[src/dsss_pkg.sv]
// constants, types and register map of the drive start/stop sequencer
// Behaviour
// start mode 0 starts at start frequency, 1 starts by speed tracing
// plain start begins output at the start frequency, not at zero
// tracing start finds motor speed and direction, then outputs matching frequency
// tracing sweeps the trial frequency downward from high to low
// current above tracing over-current level pauses the sweep
// stop mode 0 ramps down, 1 coasts
// ramped stop lowers frequency at the deceleration time rate
// at stop frequency apply DC braking if configured, else coast
// coasting stop cuts frequency output at once
// start frequency 0.10 to 10.00 in 0.01 steps, default 0.5
// stop frequency 0.10 to 10.00 Hz, default 0.5 Hz, ramp end point
// pre-start DC braking current percent of rated, 0 to 150, default 100
// pre-start braking time 0 to 250, default 0, zero disables it
// post-stop DC braking current percent of rated, 0 to 150, default 100
// post-stop braking time 0 to 250, default 0, zero disables it
// torque boost raises voltage, 0.1 to 20 percent, default 5 percent
// running current above rated motor current trips and stops driving
// slip compensation from rated slip 0 to 100, default 2.5
// speed display scaled from rated speed at 50 Hz, 0 to 6000, default 1420
// after pre-start braking go straight into the selected start mode
`default_nettype none
package dsss_pkg;
  localparam int          CLK_NS         = 4;
  localparam int          RAMP_TICK_NS   = 20000;
  localparam int          RAMP_TICK_CYC  = (RAMP_TICK_NS + CLK_NS - 1) / CLK_NS;
  localparam int          BRAKE_TICK_MS  = 100;
  localparam int          BRAKE_TICK_CYC = BRAKE_TICK_MS * 1000000 / CLK_NS;
  localparam logic [7:0]  OFS_CTRL       = 8'h00;
  localparam logic [7:0]  OFS_TARGET     = 8'h04;
  localparam logic [7:0]  OFS_START      = 8'h08;
  localparam logic [7:0]  OFS_STOP       = 8'h0c;
  localparam logic [7:0]  OFS_PRE        = 8'h10;
  localparam logic [7:0]  OFS_POST       = 8'h14;
  localparam logic [7:0]  OFS_BOOST      = 8'h18;
  localparam logic [7:0]  OFS_RCUR       = 8'h1c;
  localparam logic [7:0]  OFS_RSPD       = 8'h20;
  localparam logic [7:0]  OFS_SLIP       = 8'h24;
  localparam logic [7:0]  OFS_RAMP       = 8'h28;
  localparam logic [7:0]  OFS_TROC       = 8'h2c;
  localparam logic [7:0]  OFS_STATUS     = 8'h30;
  localparam logic [7:0]  OFS_SPEED      = 8'h34;
  localparam int          CTRL_START_B   = 0;
  localparam int          CTRL_STOP_B    = 1;
  localparam int          CTRL_RUN_B     = 2;
  localparam int          CTRL_REV_B     = 3;
  localparam int          CTRL_TCLR_B    = 4;
  localparam logic [15:0] FREQ_MIN       = 16'h000a;
  localparam logic [15:0] FREQ_MAX_SET   = 16'h03e8;
  localparam logic [15:0] FREQ_DEF       = 16'h0032;
  localparam logic [15:0] TOP_FREQ       = 16'h1388;
  localparam logic [7:0]  BRK_LVL_MAX    = 8'h96;
  localparam logic [7:0]  BRK_LVL_DEF    = 8'h64;
  localparam logic [7:0]  BRK_DUR_MAX    = 8'hfa;
  localparam logic [7:0]  BRK_DUR_DEF    = 8'h00;
  localparam logic [7:0]  BOOST_MIN      = 8'h01;
  localparam logic [7:0]  BOOST_MAX      = 8'hc8;
  localparam logic [7:0]  BOOST_DEF      = 8'h32;
  localparam logic [15:0] RCUR_DEF       = 16'h0064;
  localparam logic [12:0] RSPD_MAX       = 13'h1770;
  localparam logic [12:0] RSPD_DEF       = 13'h058c;
  localparam logic [9:0]  SLIP_MAX       = 10'h3e8;
  localparam logic [9:0]  SLIP_DEF       = 10'h019;
  localparam logic [15:0] RAMP_DEF       = 16'h0032;
  localparam logic [15:0] TROC_DEF       = 16'h0096;
  localparam logic [15:0] TARGET_DEF     = 16'h1388;
  localparam logic [10:0] VOLT_MAX       = 11'h3e8;
  localparam logic [13:0] VOLT_RECIP     = 14'h3333;
  localparam logic [13:0] SPEED_RECIP    = 14'h346e;
  typedef enum logic [2:0] {
    ST_IDLE, ST_PREBRAKE, ST_TRACE, ST_RUN, ST_DECEL, ST_POSTBRAKE, ST_TRIP
  } dsss_state_e;
endpackage
`default_nettype wire

[src/dsss_top.sv]
// drive start/stop sequencer with apb register file
//
// The placing of the registers and the APB register port were left to the implementer.
`timescale 1ns/10ps
`default_nettype none
module dsss_top #(
  parameter int RAMP_TICK = dsss_pkg::RAMP_TICK_CYC,
  parameter int BRAKE_TICK = dsss_pkg::BRAKE_TICK_CYC
) (
  input  wire logic        pclk,
  input  wire logic        presetn,
  input  wire logic        psel,
  input  wire logic        penable,
  input  wire logic        pwrite,
  input  wire logic [7:0]  paddr,
  input  wire logic [31:0] pwdata,
  output logic [31:0]      prdata,
  output logic             pready,
  output logic             pslverr,
  input  wire logic [15:0] motor_current,
  input  wire logic        trace_match,
  input  wire logic        motor_reverse,
  output logic [15:0]      out_freq,
  output logic             out_reverse,
  output logic [10:0]      out_volt,
  output logic             gate_en,
  output logic             dc_brake,
  output logic [7:0]       brake_level,
  output logic [15:0]      speed_rpm,
  output logic             trip
);
  import dsss_pkg::*;

  ////////////////////////////////////////////////////////////////////////////
  // setting clamps: out-of-range writes are pulled to the nearest legal value
  function automatic logic [15:0] clamp16(input logic [15:0] v, input logic [15:0] lo,
                                          input logic [15:0] hi);
    clamp16 = (v < lo) ? lo : ((v > hi) ? hi : v);
  endfunction
  function automatic logic [7:0] clamp8(input logic [7:0] v, input logic [7:0] lo,
                                        input logic [7:0] hi);
    clamp8 = (v < lo) ? lo : ((v > hi) ? hi : v);
  endfunction

  ////////////////////////////////////////////////////////////////////////////
  // registers
  logic [4:0]  ctrl_q;
  logic [15:0] target_q;
  logic [15:0] start_freq_setting_q;
  logic [15:0] stop_freq_setting_q;
  logic [7:0]  prestart_brake_level_q;
  logic [7:0]  prestart_brake_duration_q;
  logic [7:0]  poststop_brake_level_q;
  logic [7:0]  poststop_brake_duration_q;
  logic [7:0]  voltage_boost_percent_q;
  logic [15:0] motor_rated_current_q;
  logic [12:0] motor_rated_speed_q;
  logic [9:0]  motor_rated_slip_q;
  logic [15:0] accel_time_q;
  logic [15:0] decel_time_q;
  logic [15:0] trace_oc_level_q;
  logic [31:0] prdata_q;
  logic        pready_q;
  logic        pslverr_q;
  logic        trip_clr_q;
  ////////////////////////////////////////////////////////////////////////////
  // apb decode: one wait state so read data comes from a flop
  wire         acc_en = psel & penable & pready_q;
  wire         wr_en  = acc_en & pwrite;
  wire         mapped = (paddr[1:0] == 2'b00) && (paddr <= OFS_SPEED);
  wire [15:0]  wlo    = pwdata[15:0];
  wire [7:0]   wb0    = pwdata[7:0];
  wire [7:0]   wb1    = pwdata[15:8];
  wire [15:0]  rspd_lim = clamp16(wlo, 16'h0000, {3'h0, RSPD_MAX});
  wire [15:0]  slip_lim = clamp16(wlo, 16'h0000, {6'h00, SLIP_MAX});
  dsss_state_e state_q;
  dsss_state_e state_d;
  logic [15:0] freq_q;
  logic [15:0] freq_d;
  logic        dir_q;
  logic        dir_d;
  logic [15:0] speed_q;
  logic [31:0] rd_mux;
  always_comb
  begin
    rd_mux = 32'h0000_0000;
    unique case (paddr)
      OFS_CTRL:   rd_mux = {28'h000_0000, ctrl_q[3:0]};
      OFS_TARGET: rd_mux = {16'h0000, target_q};
      OFS_START:  rd_mux = {16'h0000, start_freq_setting_q};
      OFS_STOP:   rd_mux = {16'h0000, stop_freq_setting_q};
      OFS_PRE:    rd_mux = {16'h0000, prestart_brake_duration_q, prestart_brake_level_q};
      OFS_POST:   rd_mux = {16'h0000, poststop_brake_duration_q, poststop_brake_level_q};
      OFS_BOOST:  rd_mux = {24'h00_0000, voltage_boost_percent_q};
      OFS_RCUR:   rd_mux = {16'h0000, motor_rated_current_q};
      OFS_RSPD:   rd_mux = {19'h0_0000, motor_rated_speed_q};
      OFS_SLIP:   rd_mux = {22'h00_0000, motor_rated_slip_q};
      OFS_RAMP:   rd_mux = {decel_time_q, accel_time_q};
      OFS_TROC:   rd_mux = {16'h0000, trace_oc_level_q};
      OFS_STATUS: rd_mux = {freq_q, 11'h000, dir_q, (state_q == ST_TRIP), state_q};
      OFS_SPEED:  rd_mux = {16'h0000, speed_q};
      default:    rd_mux = 32'h0000_0000;
    endcase
  end
  always_ff @(posedge pclk or negedge presetn)
  begin
    if (!presetn)
    begin
      pready_q  <= 1'b0;
      pslverr_q <= 1'b0;
      prdata_q  <= 32'h0000_0000;
    end
    else
    begin
      pready_q  <= psel & penable & ~pready_q;
      pslverr_q <= psel & penable & ~pready_q & ~mapped;
      prdata_q  <= (psel & penable & ~pready_q & ~pwrite & mapped) ? rd_mux : 32'h0000_0000;
    end
  end
  always_ff @(posedge pclk or negedge presetn)
  begin
    if (!presetn)
    begin
      ctrl_q                    <= 5'h00;
      target_q                  <= TARGET_DEF;
      start_freq_setting_q      <= FREQ_DEF;
      stop_freq_setting_q       <= FREQ_DEF;
      prestart_brake_level_q    <= BRK_LVL_DEF;
      prestart_brake_duration_q <= BRK_DUR_DEF;
      poststop_brake_level_q    <= BRK_LVL_DEF;
      poststop_brake_duration_q <= BRK_DUR_DEF;
      voltage_boost_percent_q   <= BOOST_DEF;
      motor_rated_current_q     <= RCUR_DEF;
      motor_rated_speed_q       <= RSPD_DEF;
      motor_rated_slip_q        <= SLIP_DEF;
      accel_time_q              <= RAMP_DEF;
      decel_time_q              <= RAMP_DEF;
      trace_oc_level_q          <= TROC_DEF;
      trip_clr_q                <= 1'b0;
    end
    else
    begin
      trip_clr_q <= wr_en && (paddr == OFS_CTRL) && pwdata[CTRL_TCLR_B];
      if (wr_en)
      begin
        unique case (paddr)
          OFS_CTRL:   ctrl_q <= {1'b0, pwdata[3:0]};
          OFS_TARGET: target_q <= clamp16(wlo, 16'h0000, TOP_FREQ);
          OFS_START:  start_freq_setting_q <= clamp16(wlo, FREQ_MIN, FREQ_MAX_SET);
          OFS_STOP:   stop_freq_setting_q <= clamp16(wlo, FREQ_MIN, FREQ_MAX_SET);
          OFS_PRE:
          begin
            prestart_brake_level_q    <= clamp8(wb0, 8'h00, BRK_LVL_MAX);
            prestart_brake_duration_q <= clamp8(wb1, 8'h00, BRK_DUR_MAX);
          end
          OFS_POST:
          begin
            poststop_brake_level_q    <= clamp8(wb0, 8'h00, BRK_LVL_MAX);
            poststop_brake_duration_q <= clamp8(wb1, 8'h00, BRK_DUR_MAX);
          end
          OFS_BOOST:  voltage_boost_percent_q <= clamp8(wb0, BOOST_MIN, BOOST_MAX);
          OFS_RCUR:   motor_rated_current_q <= wlo;
          OFS_RSPD:   motor_rated_speed_q <= rspd_lim[12:0];
          OFS_SLIP:   motor_rated_slip_q <= slip_lim[9:0];
          OFS_RAMP:
          begin
            accel_time_q <= wlo;
            decel_time_q <= pwdata[31:16];
          end
          OFS_TROC:   trace_oc_level_q <= wlo;
          default:    ;
        endcase
      end
    end
  end

  ////////////////////////////////////////////////////////////////////////////
  // timebases: ramp step tick and braking duration tick
  logic [31:0] ramp_pre_q;
  logic [31:0] brake_pre_q;
  logic [15:0] step_cnt_q;
  logic [7:0]  brake_cnt_q;
  wire         ramp_tick  = (ramp_pre_q == 32'(RAMP_TICK - 1));
  wire         brake_tick = (brake_pre_q == 32'(BRAKE_TICK - 1));
  wire         run_cmd    = ctrl_q[CTRL_RUN_B];
  wire         start_mode_select = ctrl_q[CTRL_START_B];
  wire         stop_mode_select  = ctrl_q[CTRL_STOP_B];
  // step interval in ticks follows the accel or decel setting; tracing sweeps every tick
  wire [15:0]  step_time  = (state_q == ST_DECEL) ? decel_time_q :
                            ((state_q == ST_TRACE) ? 16'h0001 : accel_time_q);
  wire [16:0]  step_next  = {1'b0, step_cnt_q} + 17'h00001;
  wire         step_now   = ramp_tick && (step_next >= {1'b0, step_time});
  wire [7:0]   brake_dur  = (state_q == ST_POSTBRAKE) ? poststop_brake_duration_q :
                                                         prestart_brake_duration_q;
  wire         brake_done = (brake_cnt_q >= brake_dur);
  wire         trace_hold = (motor_current > trace_oc_level_q);
  wire         over_cur   = (motor_current > motor_rated_current_q);
  wire         energised  = (state_q != ST_IDLE) && (state_q != ST_TRIP);
  wire [15:0]  run_target = (target_q < start_freq_setting_q) ? start_freq_setting_q : target_q;
  wire         chg        = (state_d != state_q);
  always_ff @(posedge pclk or negedge presetn)
  begin
    if (!presetn)
    begin
      ramp_pre_q  <= 32'h0000_0000;
      brake_pre_q <= 32'h0000_0000;
      step_cnt_q  <= 16'h0000;
      brake_cnt_q <= 8'h00;
    end
    else
    begin
      ramp_pre_q  <= ramp_tick ? 32'h0000_0000 : ramp_pre_q + 32'h0000_0001;
      brake_pre_q <= (brake_tick || chg) ? 32'h0000_0000 : brake_pre_q + 32'h0000_0001;
      step_cnt_q  <= (chg || step_now) ? 16'h0000 : (ramp_tick ? step_next[15:0] : step_cnt_q);
      brake_cnt_q <= chg ? 8'h00 : ((brake_tick && !brake_done) ? brake_cnt_q + 8'h01
                                                                   : brake_cnt_q);
    end
  end

  ////////////////////////////////////////////////////////////////////////////
  // sequencer
  always_comb
  begin
    state_d = state_q;
    freq_d  = freq_q;
    dir_d   = dir_q;
    unique case (state_q)
      ST_IDLE:
      begin
        freq_d = 16'h0000;
        if (run_cmd)
        begin
          dir_d = ctrl_q[CTRL_REV_B];
          if (prestart_brake_duration_q != 8'h00)
            state_d = ST_PREBRAKE;
          else if (start_mode_select)
          begin
            state_d = ST_TRACE;
            freq_d  = TOP_FREQ;
          end
          else
          begin
            state_d = ST_RUN;
            freq_d  = start_freq_setting_q;
          end
        end
      end
      ST_PREBRAKE:
      begin
        if (!run_cmd)
          state_d = ST_IDLE;
        else if (brake_done && start_mode_select)
        begin
          state_d = ST_TRACE;
          freq_d  = TOP_FREQ;
        end
        else if (brake_done)
        begin
          state_d = ST_RUN;
          freq_d  = start_freq_setting_q;
        end
      end
      ST_TRACE:
      begin
        if (!run_cmd)
          state_d = ST_IDLE;
        else if (trace_match)
        begin
          state_d = ST_RUN;
          dir_d   = motor_reverse;
        end
        else if (step_now && !trace_hold)
        begin
          if (freq_q <= start_freq_setting_q)
          begin
            state_d = ST_RUN;
            freq_d  = start_freq_setting_q;
          end
          else
            freq_d = freq_q - 16'h0001;
        end
      end
      ST_RUN:
      begin
        if (!run_cmd)
          state_d = stop_mode_select ? ST_IDLE : ST_DECEL;
        else if (step_now && (freq_q < run_target))
          freq_d = freq_q + 16'h0001;
        else if (step_now && (freq_q > run_target))
          freq_d = freq_q - 16'h0001;
      end
      ST_DECEL:
      begin
        if (run_cmd)
          state_d = ST_RUN;
        else if (freq_q <= stop_freq_setting_q)
          state_d = (poststop_brake_duration_q != 8'h00) ? ST_POSTBRAKE : ST_IDLE;
        else if (step_now)
          freq_d = freq_q - 16'h0001;
      end
      ST_POSTBRAKE:
        if (brake_done)
          state_d = ST_IDLE;
      ST_TRIP:
      begin
        freq_d = 16'h0000;
        if (trip_clr_q && !run_cmd)
          state_d = ST_IDLE;
      end
      default: state_d = ST_TRIP;
    endcase
    // trip outranks every other transition of an energised state; in ST_TRIP a trip clear wins over an over-current
    if (energised && over_cur)
    begin
      state_d = ST_TRIP;
      freq_d  = 16'h0000;
    end
  end
  ////////////////////////////////////////////////////////////////////////////
  // output shaping: slip compensation, boost, speed display
  wire [25:0]  slip_prod  = freq_q * motor_rated_slip_q;
  // divide by 1024 instead of 1000: about 2 percent low, saves a divider
  wire [16:0]  freq_comp  = {1'b0, freq_q} + {1'b0, slip_prod[25:10]};
  wire [15:0]  freq_sat   = freq_comp[16] ? 16'hffff : freq_comp[15:0];
  wire         driving    = (state_q == ST_TRACE) || (state_q == ST_RUN) ||
                            (state_q == ST_DECEL);
  wire         braking    = (state_q == ST_PREBRAKE) || (state_q == ST_POSTBRAKE);
  wire [29:0]  volt_prod  = freq_q * VOLT_RECIP;
  wire [14:0]  volt_sum   = {1'b0, volt_prod[29:16]} + {7'h00, voltage_boost_percent_q};
  wire [10:0]  volt_sat   = (volt_sum > {4'h0, VOLT_MAX}) ? VOLT_MAX : volt_sum[10:0];
  wire [28:0]  rpm_prod   = out_freq * motor_rated_speed_q;
  wire [42:0]  rpm_scaled = rpm_prod * SPEED_RECIP;
  always_ff @(posedge pclk or negedge presetn)
  begin
    if (!presetn)
    begin
      state_q     <= ST_IDLE;
      freq_q      <= 16'h0000;
      dir_q       <= 1'b0;
      speed_q     <= 16'h0000;
      out_freq    <= 16'h0000;
      out_reverse <= 1'b0;
      out_volt    <= 11'h000;
      gate_en     <= 1'b0;
      dc_brake    <= 1'b0;
      brake_level <= 8'h00;
      trip        <= 1'b0;
    end
    else
    begin
      state_q     <= state_d;
      freq_q      <= freq_d;
      dir_q       <= dir_d;
      speed_q     <= rpm_scaled[41:26];
      out_freq    <= driving ? (state_q == ST_TRACE ? freq_q : freq_sat) : 16'h0000;
      out_reverse <= dir_q;
      out_volt    <= driving ? volt_sat : 11'h000;
      gate_en     <= driving || braking;
      dc_brake    <= braking;
      brake_level <= (state_q == ST_POSTBRAKE) ? poststop_brake_level_q :
                     (braking ? prestart_brake_level_q : 8'h00);
      trip        <= (state_q == ST_TRIP);
    end
  end
  assign prdata    = prdata_q;
  assign pready    = pready_q;
  assign pslverr   = pslverr_q;
  assign speed_rpm = speed_q;
endmodule
`default_nettype wire

[config.mk]
export PLATFORM = sky130hd
export DESIGN_NAME = dsss_top
export DESIGN_NICKNAME = d
export VERILOG_FILES = /design/src/dsss_pkg.sv /design/src/dsss_top.sv
export SDC_FILE = /design/constraint.sdc
export NUM_CORES = 2
export LEC_CHECK = 0
export BUFFER_PORTS_ARGS = -buffer_cell sky130_fd_sc_hd__buf_2
export CAP_MARGIN = 30
export CORE_UTILIZATION = 45
export CTS_CLUSTER_SIZE = 8
export DETAILED_ROUTE_END_ITERATION = 10
export GPL_ROUTABILITY_DRIVEN = 1
export PLACE_DENSITY = 0.59
export SLEW_MARGIN = 10
export SYNTH_ARGS = -nofsm -noshare
export SYNTH_HDL_FRONTEND = slang
export SYNTH_SLANG_ARGS = --single-unit
[constraint.sdc]
create_clock -name pclk -period 12.24 [get_ports pclk]
set_input_delay 2.448 -clock pclk [delete_from_list [all_inputs] [get_ports pclk]]
set_output_delay 2.448 -clock pclk [all_outputs]
set_load 0.005 [all_outputs]
==> impl_metrics.ini <==
[outcome]
status = finished clean

[routing]
wl_um = 134100
ant_nets = 0
avgRoutedWirePerCell_um = 21.90
vias = 34603
via_per_inst = 5.653
initialDrtViolationCount = 2726
firstDrtPassIters = 6
drt_drc_violations_left = 0

[worst_setup_path]
cp_data_arrival_time_ns = 11.53
startpoint_type = flip-flop
crit_slowest_cell = o311ai_0
worst-setup-path-type = flip-flop to flip-flop
end_kind = flip-flop
crit_fanout = 18
critPathRequiredTime_ns = 12.75
slowest_delay_ns = 0.63
crit_top_cell = fa_1

[sta]
finalSetupTns_ns = 0
slew_headroom_pct = 33.75
min_period_ns = 11.01
tightest_slew_ns = 0.9833
fin_hold_ws_ns = 0.4861
finClkSkew_ns = 0.03629
fmax_ghz = 0.09080
hold_viol_final = 0
setup_viol = 0
grt_setup_unrepaired = no
post-route-period-util_pct = 89.98
maxSlewViolCount = 0

[flow_run]
maxCapViolCount = 0

[synth]
synthFlopType = dfrtp_1
synth.yosys.warnings = 0
synthCells = 4704
synth_enable_flop_cells = 0
avgSynthCellArea_um2 = 9.329
synth.top_cell.area_share_pct = 21.53
synthesis.nets = 5777
yosysTopAreaCell = fa_1
synth_compound_area_share_pct = 12.80
yosysSeqAreaShare_pct = 21.61
synth_xor_area_share_pct = 4.032
async_flop_share_pct = 100.0
synthTopCellsByCount = 770 x inv_1, 538 x ha_1, 472 x fa_1, 455 x nand2_1, 336 x dfrtp_1
synth_seq_cells = 377
syn_area_um2 = 43880
synth_top_family_by_area = adder cells
yosys.area_share.adder_pct = 36.87
post_synth_num_cell_types = 89
yosysMostFrequentCell = inv_1
yosys.area_share.simple_pct = 13.74
muxShareOfSynthArea_pct = 2.726
synthTopCellsByArea = fa_1 22%, dfrtp_1 19%, ha_1 15%

[die]
die_h_um = 314.3
num_rows = 114
die_w_um = 314.3
start_util_pct = 45.38
coreArea_um2 = 96710
io_pins = 152
die_area_um2 = 98770

[power]
power-per-cell-area_nw_per_um2 = 134.1
p_leak_nw = 24.73
ir_worst_vdd_uv = 230.2

[clock_network]
clock_latency_ns = 0.63
htree_levels = 2
ctsHoldBuffers = 0
root_buffer = clkbuf_16
cts_tree = yes
numCtsBuffers = 54
path_clk_slew_ns = 0.05
post-cts-setup-buffers = 0
clockBufferDepth = 3
cts_resized = 0
cts_num_sinks = 377

[grt]
gr-total-overflow = 0
antenna_found_initial = 7
grt_max_degree = 84
grt_usage_pct = 27.53
grt_pass1_wl_um = 208800
grt_pass1_vias = 34637

[layout]
n_antenna_cell = 0
syn2layout_area_growth_pct = 9.004
final_nets = 5877
drive_gt1_share_pct = 9.226

[min_path]
hold_path_class = flip-flop to flip-flop

[placed_design]
dp_hpwl_um = 105600
port_buffers = 151
gp_congestion = 0.9413
cell usage in the layout (no fill, tap or decap), types with 15 or more instances in the layout:
cell type / instances
ha_1: 538
and2_1: 199
o21a_1: 21
a22oi_1: 68
nor2_1: 199
nand2b_1: 16
nand3_1: 88
or4_1: 15
a31oi_1: 32
nor2b_1: 21
o21ai_0: 145
xor2_1: 85
a211oi_1: 41
clkbuf_16: 54
a21oi_1: 176
a22o_1: 47
a221oi_1: 56
mux2_2: 84
nand4_1: 39
xnor2_1: 117
and3_1: 44
inv_1: 770
nor4_1: 29
o211ai_1: 20
nand2_1: 455
nor3_1: 65
clkbuf_1: 36
buf_2: 153
dfrtp_1: 336
fa_1: 472
dfstp_2: 41
mux2i_1: 25
buf_4: 59
a21o_1: 57
power by group:
| group | switching, W | leakage (nW) | internal (W) |
|---|---|---|---|
| Clock | 0.000605 | 0.765 | 0.000851 |
| Combinational | 0.00214 | 19.0 | 0.00134 |
| Sequential | 0.000167 | 5.00 | 0.00132 |
final timing paths:
check,startpoint,endpoint,slack [ns],cells after the start
min in group asynchronous,presetn,step_cnt_q[11],1.81,1
max reg2reg,motor_rated_speed_q[1],speed_rpm[15],1.23,35
min reg2reg,ramp_pre_q[0],ramp_pre_q[0],0.49,1
max in group asynchronous,presetn,motor_rated_slip_q[0],8.49,5
min,ramp_pre_q[0],ramp_pre_q[0],0.49,1
max,motor_rated_speed_q[1],speed_rpm[15],1.23,35
cell type report:
type	instances	area, um^2
timing repair buffer	223	1415
multi-input combinational	3376	30830
clock buffer	91	1500
tap	1276	1597
clock inverter	6	106.4
sequential	377	9485
fill	9196	48870
inverter	772	2898
logic make-up (layout without fill, tap and decap cells):
logic type	after synthesis	in the layout
simple gates	1242	1242
fa+ha+maj	1010	1010
buf+inv	951	1092
compound gates	812	812
flops	377	377
xor+xnor	202	202
mux	109	109
other cells	1	1
registers in the layout, indices dropped and copies added (netlist names), 10 cells and up:
name and count:
speed_rpm 16, accel_time_q 16, motor_rated_slip_q 10, step_cnt_q 16
freq_q 16, start_freq_setting_q 16, decel_time_q 16, out_freq 16
brake_pre_q 32, ramp_pre_q 32, trace_oc_level_q 16, motor_rated_current_q 16
target_q 16, prdata 32, stop_freq_setting_q 16, motor_rated_speed_q 13
out_volt 11
critical path: cells and delay by family, from the launching register on:
kind            cells  cell delay, ns
flops               1            0.62
fa+ha+maj          11            5.18
compound gates      8            2.44
xor+xnor            2            0.68
buf+inv             8            0.57
simple gates        6            1.37
through the flow:
stage	utilization (%)	cells	instance area [um^2]	power [W]	worst slack, ns
global placement	47.57	6009	46010	0.004930	1.400
CTS	49.29	6110	47660	0.006436	1.196
global route	49.46	6121	47830	0.006952	0.4904
detailed placement	47.63	6013	46060	0.004948	1.230
finish	49.46	6121	47830	0.006416	1.226
floorplan	-	4704	43880	0.003954	2.202
layer usage:
layer  GRT usage (%)  share of wire (%)
met1           39.89                 45
met4           6.951                2.7
met3           4.545                7.6
met2           42.67                 44
met5               0              0.040
Note: power is estimated with default switching activity, not from simulation.
